--- config.mk ---
export PLATFORM = sky130hd
export DESIGN_NAME = tos_supervisor
export DESIGN_NICKNAME = d
export VERILOG_FILES = /design/src/rtl/tos_supervisor.v
export VERILOG_INCLUDE_DIRS = /design/src /design/src/rtl
export SDC_FILE = /design/constraint.sdc
export NUM_CORES = 1
export LEC_CHECK = 0
export CORE_MARGIN = 2
export CORE_UTILIZATION = 50
export CTS_CLUSTER_SIZE = 12
export DETAILED_ROUTE_END_ITERATION = 7
export DONT_BUFFER_PORTS = 1
export GPL_TIMING_DRIVEN = 0
export PLACE_DENSITY = 0.69
export SYNTH_ARGS = -nofsm -noshare
export SYNTH_HDL_FRONTEND = slang
export SYNTH_SLANG_ARGS = --single-unit
--- constraint.sdc ---
create_clock -name ref_clk_i -period 4.55 [get_ports ref_clk_i]
set_input_delay 0.91 -clock ref_clk_i [delete_from_list [all_inputs] [get_ports ref_clk_i]]
set_output_delay 0.91 -clock ref_clk_i [all_outputs]
set_load 0.02 [all_outputs]
--- src/rtl/tos_defines.vh ---
/*
  Constants for the thermal overload supervisor: encodings, defaults, timing.
  Assumes a 125 MHz reference clock and a one-cycle program tick from outside.
*/
// Notes on behaviour
// - Alarm, inhibit and trip decisions come from comparing thermal capacity against configured thresholds.
// - Alarm 1 asserts while enabled and capacity reaches its level, default 40 percent.
// - Alarm 2 asserts while enabled and capacity reaches its own level, default 40 percent.
// - Restart inhibit asserts while enabled and capacity reaches inhibit level, default 80 percent.
// - Trip decision asserts while enabled and capacity reaches trip level, default 100 percent.
// - Blocking input is sampled once at the start of every program cycle.
// - Pick-up without blocking raises start and proceeds to operate timing.
// - Pick-up with blocking raises blocked and does no further operate processing.
// - Start active when blocking arrives clears start and releases as on drop-out.
// - Threshold and delay settings may change while running without stopping.
// - Five behaviour modes: on, blocked, test, test-and-blocked, off.
// - Condition reports normal, alarm 1, alarm 2, inhibit, trip or blocked.
// - Load status: light, normal, overloading or high overload by current and trip pick-up.
// - Invalid service factor uses 1.0 and flags a fault while it exists.
// - Inconsistent ambient settings use factor 1.0 and flag a fault while present.
// - Resettable counters count alarm, inhibit, trip and blocked activations.
`ifndef TOS_DEFINES_VH
`define TOS_DEFINES_VH
// Levels in 0.1 percent units
`define TOS_LVL_W 11
`define TOS_ALARM1_DEF 11'h190
`define TOS_ALARM2_DEF 11'h190
`define TOS_INHIBIT_DEF 11'h320
`define TOS_TRIP_DEF 11'h3e8
// Trip delay in 5 ms steps, 0..720000 steps
`define TOS_DLY_W 20
`define TOS_DLY_STEP_US 5000
`define TOS_CLK_MHZ 125
`define TOS_STEP_CYC (`TOS_DLY_STEP_US * `TOS_CLK_MHZ)
// Behaviour modes
`define TOS_MODE_ON 3'h0
`define TOS_MODE_BLK 3'h1
`define TOS_MODE_TEST 3'h2
`define TOS_MODE_TBLK 3'h3
`define TOS_MODE_OFF 3'h4
// Condition codes
`define TOS_CND_NORMAL 3'h0
`define TOS_CND_ALARM1 3'h1
`define TOS_CND_ALARM2 3'h2
`define TOS_CND_INHIBIT 3'h3
`define TOS_CND_TRIP 3'h4
`define TOS_CND_BLOCKED 3'h5
// Load status codes
`define TOS_LOAD_LIGHT 2'h0
`define TOS_LOAD_NORMAL 2'h1
`define TOS_LOAD_OVER 2'h2
`define TOS_LOAD_HIGH 2'h3
// Current in 0.01 x nominal units
`define TOS_CUR_W 12
`define TOS_CUR_LIGHT 12'h001
`define TOS_CUR_HIGH 12'h0c8
`define TOS_SF_ONE 12'h064
`define TOS_KAMB_ONE 12'h064
`define TOS_CNT_W 16
`endif

--- src/rtl/tos_supervisor.v ---
/*
  Output decision logic of the thermal overload stage: thresholds, trip delay,
  blocking, mode, condition, load status, setting faults and counters.
  Assumes capacity and current come from the thermal image on ref_clk_i, the
  program tick is a one-cycle pulse on ref_clk_i, and the blocking input is async.
  Settings and enables come from logic on ref_clk_i and are used as they stand;
  only the blocking input is resynchronised before use.
*/
`include "tos_defines.vh"
module tos_supervisor #(
  parameter LW = `TOS_LVL_W,
  parameter DW = `TOS_DLY_W,
  parameter CW = `TOS_CNT_W,
  parameter [31:0] STEP_CYC = `TOS_STEP_CYC
)(
  input wire ref_clk_i,
  input wire arst_n_i,
  input wire prog_tick_i,
  input wire [LW-1:0] capacity_i,
  input wire [`TOS_CUR_W-1:0] current_i,
  input wire block_i,
  input wire [2:0] mode_i,
  input wire alarm1_en_i,
  input wire [LW-1:0] alarm1_lvl_i,
  input wire alarm2_en_i,
  input wire [LW-1:0] alarm2_lvl_i,
  input wire inhibit_en_i,
  input wire [LW-1:0] inhibit_lvl_i,
  input wire trip_en_i,
  input wire [LW-1:0] trip_lvl_i,
  input wire [DW-1:0] trip_dly_i,
  input wire [`TOS_CUR_W-1:0] service_factor_i,
  input wire sf_valid_i,
  input wire amb_consistent_i,
  input wire [`TOS_CUR_W-1:0] kamb_i,
  input wire cnt_clr_i,
  output reg alarm1_o,
  output reg alarm2_o,
  output reg inhibit_o,
  output reg trip_o,
  output reg start_o,
  output reg blocked_o,
  output reg [2:0] condition_o,
  output reg [1:0] load_o,
  output reg sf_fault_o,
  output reg amb_fault_o,
  output reg [`TOS_CUR_W-1:0] sf_used_o,
  output reg [`TOS_CUR_W-1:0] kamb_used_o,
  output reg [CW-1:0] alarm1_cnt_o,
  output reg [CW-1:0] alarm2_cnt_o,
  output reg [CW-1:0] inhibit_cnt_o,
  output reg [CW-1:0] trip_cnt_o,
  output reg [CW-1:0] blocked_cnt_o
);

  // ==========================================================
  // Blocking input synchroniser and program-cycle sample
  reg blk_s1;
  reg blk_s2;
  reg blk_smp;
  always @(posedge ref_clk_i or negedge arst_n_i)
  begin
    if (!arst_n_i)
    begin
      blk_s1 <= 1'b0;
      blk_s2 <= 1'b0;
    end
    else
    begin
      // Two flops against metastability on the async pin
      blk_s1 <= block_i;
      blk_s2 <= blk_s1;
    end
  end

  // Program-cycle sample of the synchronised blocking level
  // Blocking changes act only from the start of a program cycle
  always @(posedge ref_clk_i or negedge arst_n_i)
  begin
    if (!arst_n_i)
      blk_smp <= 1'b0;
    else if (prog_tick_i)
      blk_smp <= blk_s2;
  end

  // ==========================================================
  // Mode decoding
  wire mode_off = (mode_i == `TOS_MODE_OFF);
  wire mode_blk = (mode_i == `TOS_MODE_BLK) || (mode_i == `TOS_MODE_TBLK);
  // Test modes act as on and blocked; codes above off act as on
  wire blocking = blk_smp | mode_blk;

  // ==========================================================
  // Threshold comparisons, live settings taken each cycle
  wire act = !mode_off;
  wire a1_hit = act && alarm1_en_i && (capacity_i >= alarm1_lvl_i);
  wire a2_hit = act && alarm2_en_i && (capacity_i >= alarm2_lvl_i);
  wire ih_hit = act && inhibit_en_i && (capacity_i >= inhibit_lvl_i);
  wire tp_hit = act && trip_en_i && (capacity_i >= trip_lvl_i);

  // ==========================================================
  // Level outputs gated off by any blocking
  wire next_a1 = a1_hit && !blocking;
  wire next_a2 = a2_hit && !blocking;
  wire next_ih = ih_hit && !blocking;

  // ==========================================================
  // Trip delay timer, cycles within a step and step count
  reg [31:0] sub_cnt;
  reg [DW-1:0] step_cnt;
  wire dly_done = (step_cnt >= trip_dly_i);
  wire run_timer = start_o && tp_hit;
  wire step_wrap = (sub_cnt >= STEP_CYC - 32'h1);
  // Held at zero while idle so each pick-up starts a full delay
  always @(posedge ref_clk_i or negedge arst_n_i)
  begin
    if (!arst_n_i)
    begin
      sub_cnt <= 32'h0;
      step_cnt <= {DW{1'b0}};
    end
    else if (!run_timer)
    begin
      sub_cnt <= 32'h0;
      step_cnt <= {DW{1'b0}};
    end
    else if (!dly_done)
    begin
      if (step_wrap)
      begin
        sub_cnt <= 32'h0;
        step_cnt <= step_cnt + {{(DW-1){1'b0}}, 1'b1};
      end
      else
        sub_cnt <= sub_cnt + 32'h1;
    end
  end

  // ==========================================================
  // Start, blocked and decision outputs
  wire pick = tp_hit;
  wire next_start = pick && !blocking;
  wire next_blocked = pick && blocking;
  wire next_trip = next_start && start_o && dly_done;
  always @(posedge ref_clk_i or negedge arst_n_i)
  begin
    if (!arst_n_i)
    begin
      start_o <= 1'b0;
      blocked_o <= 1'b0;
      trip_o <= 1'b0;
    end
    else
    begin
      start_o <= next_start;
      blocked_o <= next_blocked;
      trip_o <= next_trip;
    end
  end

  // Alarm and inhibit levels
  // Each drops the cycle after its cause goes away
  always @(posedge ref_clk_i or negedge arst_n_i)
  begin
    if (!arst_n_i)
    begin
      alarm1_o <= 1'b0;
      alarm2_o <= 1'b0;
      inhibit_o <= 1'b0;
    end
    else
    begin
      alarm1_o <= next_a1;
      alarm2_o <= next_a2;
      inhibit_o <= next_ih;
    end
  end

  // ==========================================================
  // Condition, load status, setting faults
  // Blocked outranks trip, so a blocked pick-up never shows trip
  reg [2:0] next_cond;
  reg [1:0] next_load;
  always @*
  begin
    next_cond = `TOS_CND_NORMAL;
    if (next_blocked)
      next_cond = `TOS_CND_BLOCKED;
    else if (next_trip)
      next_cond = `TOS_CND_TRIP;
    else if (ih_hit && !blocking)
      next_cond = `TOS_CND_INHIBIT;
    else if (a2_hit && !blocking)
      next_cond = `TOS_CND_ALARM2;
    else if (a1_hit && !blocking)
      next_cond = `TOS_CND_ALARM1;
  end

  // Load status from current and trip pick-up
  // Overloading means trip level reached at or below twice nominal
  always @*
  begin
    next_load = `TOS_LOAD_NORMAL;
    if (current_i < `TOS_CUR_LIGHT)
      next_load = `TOS_LOAD_LIGHT;
    else if (current_i > `TOS_CUR_HIGH)
      next_load = `TOS_LOAD_HIGH;
    else if (tp_hit)
      next_load = `TOS_LOAD_OVER;
  end

  always @(posedge ref_clk_i or negedge arst_n_i)
  begin
    if (!arst_n_i)
    begin
      condition_o <= `TOS_CND_NORMAL;
      load_o <= `TOS_LOAD_LIGHT;
    end
    else
    begin
      condition_o <= next_cond;
      load_o <= next_load;
    end
  end

  // Setting faults and the values actually used
  // Flags follow the settings, so they show only while wrong
  always @(posedge ref_clk_i or negedge arst_n_i)
  begin
    if (!arst_n_i)
    begin
      sf_fault_o <= 1'b0;
      amb_fault_o <= 1'b0;
      sf_used_o <= `TOS_SF_ONE;
      kamb_used_o <= `TOS_KAMB_ONE;
    end
    else
    begin
      sf_fault_o <= !sf_valid_i;
      sf_used_o <= sf_valid_i ? service_factor_i : `TOS_SF_ONE;
      amb_fault_o <= !amb_consistent_i;
      kamb_used_o <= amb_consistent_i ? kamb_i : `TOS_KAMB_ONE;
    end
  end

  // ==========================================================
  // Activation counters on rising edges of each output
  // Clear is a level; an activation in the same cycle still counts
  wire [CW-1:0] one = {{(CW-1){1'b0}}, 1'b1};

  // Alarm 1 activations
  always @(posedge ref_clk_i or negedge arst_n_i)
  begin
    if (!arst_n_i)
      alarm1_cnt_o <= {CW{1'b0}};
    else if (next_a1 && !alarm1_o)
      alarm1_cnt_o <= cnt_clr_i ? one : alarm1_cnt_o + one;
    else if (cnt_clr_i)
      alarm1_cnt_o <= {CW{1'b0}};
  end

  // Alarm 2 activations
  always @(posedge ref_clk_i or negedge arst_n_i)
  begin
    if (!arst_n_i)
      alarm2_cnt_o <= {CW{1'b0}};
    else if (next_a2 && !alarm2_o)
      alarm2_cnt_o <= cnt_clr_i ? one : alarm2_cnt_o + one;
    else if (cnt_clr_i)
      alarm2_cnt_o <= {CW{1'b0}};
  end

  // Restart inhibit activations
  always @(posedge ref_clk_i or negedge arst_n_i)
  begin
    if (!arst_n_i)
      inhibit_cnt_o <= {CW{1'b0}};
    else if (next_ih && !inhibit_o)
      inhibit_cnt_o <= cnt_clr_i ? one : inhibit_cnt_o + one;
    else if (cnt_clr_i)
      inhibit_cnt_o <= {CW{1'b0}};
  end

  // Trip activations
  always @(posedge ref_clk_i or negedge arst_n_i)
  begin
    if (!arst_n_i)
      trip_cnt_o <= {CW{1'b0}};
    else if (next_trip && !trip_o)
      trip_cnt_o <= cnt_clr_i ? one : trip_cnt_o + one;
    else if (cnt_clr_i)
      trip_cnt_o <= {CW{1'b0}};
  end

  // Blocked activations
  always @(posedge ref_clk_i or negedge arst_n_i)
  begin
    if (!arst_n_i)
      blocked_cnt_o <= {CW{1'b0}};
    else if (next_blocked && !blocked_o)
      blocked_cnt_o <= cnt_clr_i ? one : blocked_cnt_o + one;
    else if (cnt_clr_i)
      blocked_cnt_o <= {CW{1'b0}};
  end

endmodule

==> results.yml <==
power_and_ir_drop:
  finalPower_mw: 3.26
  ir_drop_mv: 0.261
  power_density_mw_per_mm2: 305
  p_leak_nw: 4.65
floorplanning:
  fp-row-count: 51
  core_area_mm2: 0.0193
  die-width_um: 144
  ioPinCount: 242
  start_util_pct: 50.5
  die_h_um: 144
  dieArea_mm2: 0.0206
setup_path:
  crit_slowest_cell: "a211oi_1"
  crit_required_ns: 4.84
  critPathMaxStageDelay_ns: 0.82
  crit_family: "compound AO/OA/AOI/OAI gates"
  crit_path_start_kind: "input pin"
  setup.worst_path.end_class: "register"
  crit_fanout: 10
  crit_type: "input pin to register"
  cp_num_buf_inv: 2
  worstPathCellList: "inv_1 > ha_1 > a21oi_1 > o21ai_0 > a211oi_1 > nand2_1 > o21ai_1 > clkbuf_1 > nor2_1"
  arrival_ns: 3.92
layout:
  instances_no_fill: 1349
  area_delta_synth_final_pct: 9.62
  fin_nets: 1265
  multiInputGateArea_mm2: 0.00498
  fillCellCount: 1734
  seq_area_mm2: 0.00431
  drive_above_1_share_pct: 5.18
route:
  remaining_drc_errors: 0
  drt_pass1_iterations: 5
  first_iter_violations: 483
  via_per_inst: 5.77
  ant_nets: 0
  wirelength_mm: 23.6
  vias: 7779
  wl_per_cell_um: 17.5
clock_network:
  clk_path_buf_depth: 2
  clock-sinks: 172
  cts_htree_levels: 4
  cts_root_buf: "clkbuf_16"
  ctsHoldBuffers: 0
  cts_setup_buffers: 0
  clk_pin_slew_ns: 0.06
  clk_latency_ns: 0.43
  tritoncts: "built"
  cts.repair.resized: 0
  cts-buffers-inserted: 17
synth:
  ys_warn_count: 0
  ys_types: 58
  syn_nets: 1245
  synth_top_area_share_pct: 42.6
  yosysSeqAreaShare_pct: 44.3
  syn_area_mm2: 0.00974
  synth_edf_count: 0
  avgSynthCellArea_um2: 9.29
  ys.flop_type: "dfrtp_1"
  synth_common_cells: "166 x dfrtp_1, 111 x nor2_1, 88 x inv_1, 73 x a21oi_1, 71 x ha_1"
  synth_area_leaders: "dfrtp_1 43%, ha_1 9.1%, nor2_1 4.3%, a21oi_1 3.8%, xnor2_1 3.7%"
  post-synth-top-count-cell: "dfrtp_1"
  synth_top_cell_by_area: "dfrtp_1"
  synthCells: 1049
  synthArstFlopShare_pct: 100
  ys_seq_elements: 172
timing:
  setup_ws_ns: 0.926
  hold_violations: 0
  holdWs_ns: 0.178
  slew_headroom_pct: 16.4
  finalSetupViolCount: 0
  tns_ns: 0
  timing.final.crit_share_pct: 79.7
  drv_slew: 0
  worst_slew_pin_slew_ns: 1.25
  period_minus_slack_ns: 3.62
  fmax_mhz: 276
  clock-skew-final_ns: 0.0106
  grt_setup_unrepaired: "false"
global_routing:
  first_global_vias: 7492
  grt_overflow: 0
  track_usage_pct: 23.3
  grt_max_degree: 173
  grt_pass1_wl_mm: 38.0
  antenna_found_initial: 2
flow_run:
  maxCapViolations: 0
placed_design:
  port_buffers: 0
  gp_congestion: 0.879
  dp_cells: 1314
  dp_slack_ns: 0.525
  hpwl_mm: 17.6
worst_hold_path:
  hp-class: "input pin to asynchronous set/reset pin"
run_status:
  status: "completed"
-- metrics by stage --
step                      area (µm²)  util, %
after detailed placement       10100     52.3
after global routing           10700     55.4
after CTS                      10700     55.4
final                          10700     55.4
after floorplan                 9740        -
after global placement         10100     52.3
-- cell type report --
type	count	share of cell area, %
inverters	88	3.09
multi-input cells	756	46.6
clock inverters	11	1.35
clock buffers	21	4.22
repair buffers	1	0.0469
diodes	2	0.0469
flip-flops and latches	172	40.4
plain buffers	33	1.16
well taps	265	3.11
-- power breakdown --
part,internal [mW],switching (mW)
Combinational,0.0706,0.106
Clock,0.878,0.597
Sequential,1.56,0.0485
Total,2.50,0.751
-- cells by family (layout without fill, tap and decap cells) --
family / after synthesis / in the layout / share of synthesized area [%]
AO/OA/AOI/OAI: 197 / 197 / 12.9
XOR/XNOR: 59 / 59 / 5.31
adder cells (fa/ha/maj): 71 / 71 / 9.12
buffers and inverters: 121 / 154 / 4.66
flip-flops: 172 / 172 / 44.3
multiplexers: 12 / 12 / 1.31
other: 0 / 2 / 0
AND/OR/NAND/NOR: 417 / 417 / 22.4
-- cells in the final DEF, fill, tap and decap left out, types with 11 or more instances in the layout --
| cell | count |
|---|---|
| dfrtp_1 | 166 |
| nor2_1 | 111 |
| inv_1 | 88 |
| a21oi_1 | 73 |
| ha_1 | 71 |
| nand2_1 | 61 |
| xnor2_1 | 41 |
| nand3_1 | 40 |
| o21ai_0 | 38 |
| clkbuf_1 | 33 |
| nand4_1 | 29 |
| and2_1 | 29 |
| and3_1 | 25 |
| or3_1 | 25 |
| nor4_1 | 24 |
| xor2_1 | 18 |
| clkbuf_16 | 17 |
| nand2b_1 | 15 |
| and4_1 | 12 |
| nor3_1 | 12 |
| a31oi_1 | 11 |
| o31ai_1 | 11 |
-- final timing paths --
kind	from	endpoint	slack, ns	cells past startpoint
max	trip_dly_i[13]	sub_cnt[22]	0.93	9
min	arst_n_i	alarm1_cnt_o[6]	0.18	0
max reg2reg	step_cnt[18]	sub_cnt[22]	0.99	8
min reg2reg	blk_s1	blk_s2	0.35	0
max in group asynchronous	arst_n_i	sub_cnt[30]	3.92	0
min in group ref_clk_i	blk_s1	blk_s2	0.35	0
-- registers in the layout, indices dropped and copies added, names as in the netlist, 2 cells and up --
register and count:
step_cnt 20, condition_o 3, alarm1_cnt_o 16, load_o 2
trip_cnt_o 16, sf_used_o 12, sub_cnt 32, kamb_used_o 12
alarm2_cnt_o 16, blocked_cnt_o 16, inhibit_cnt_o 16
-- metal layers --
metal / GRT usage [%] / share of wire [%] / vias to the layer above
met4: 9.24 / 2.9 / 0
li1: - / - / 3770
met1: 30.8 / 44 / 3722
met5: 0 / 0 / -
met2: 36.6 / 46 / 244
met3: 6.20 / 6.9 / 43
Power figures use the tool's default switching activity.
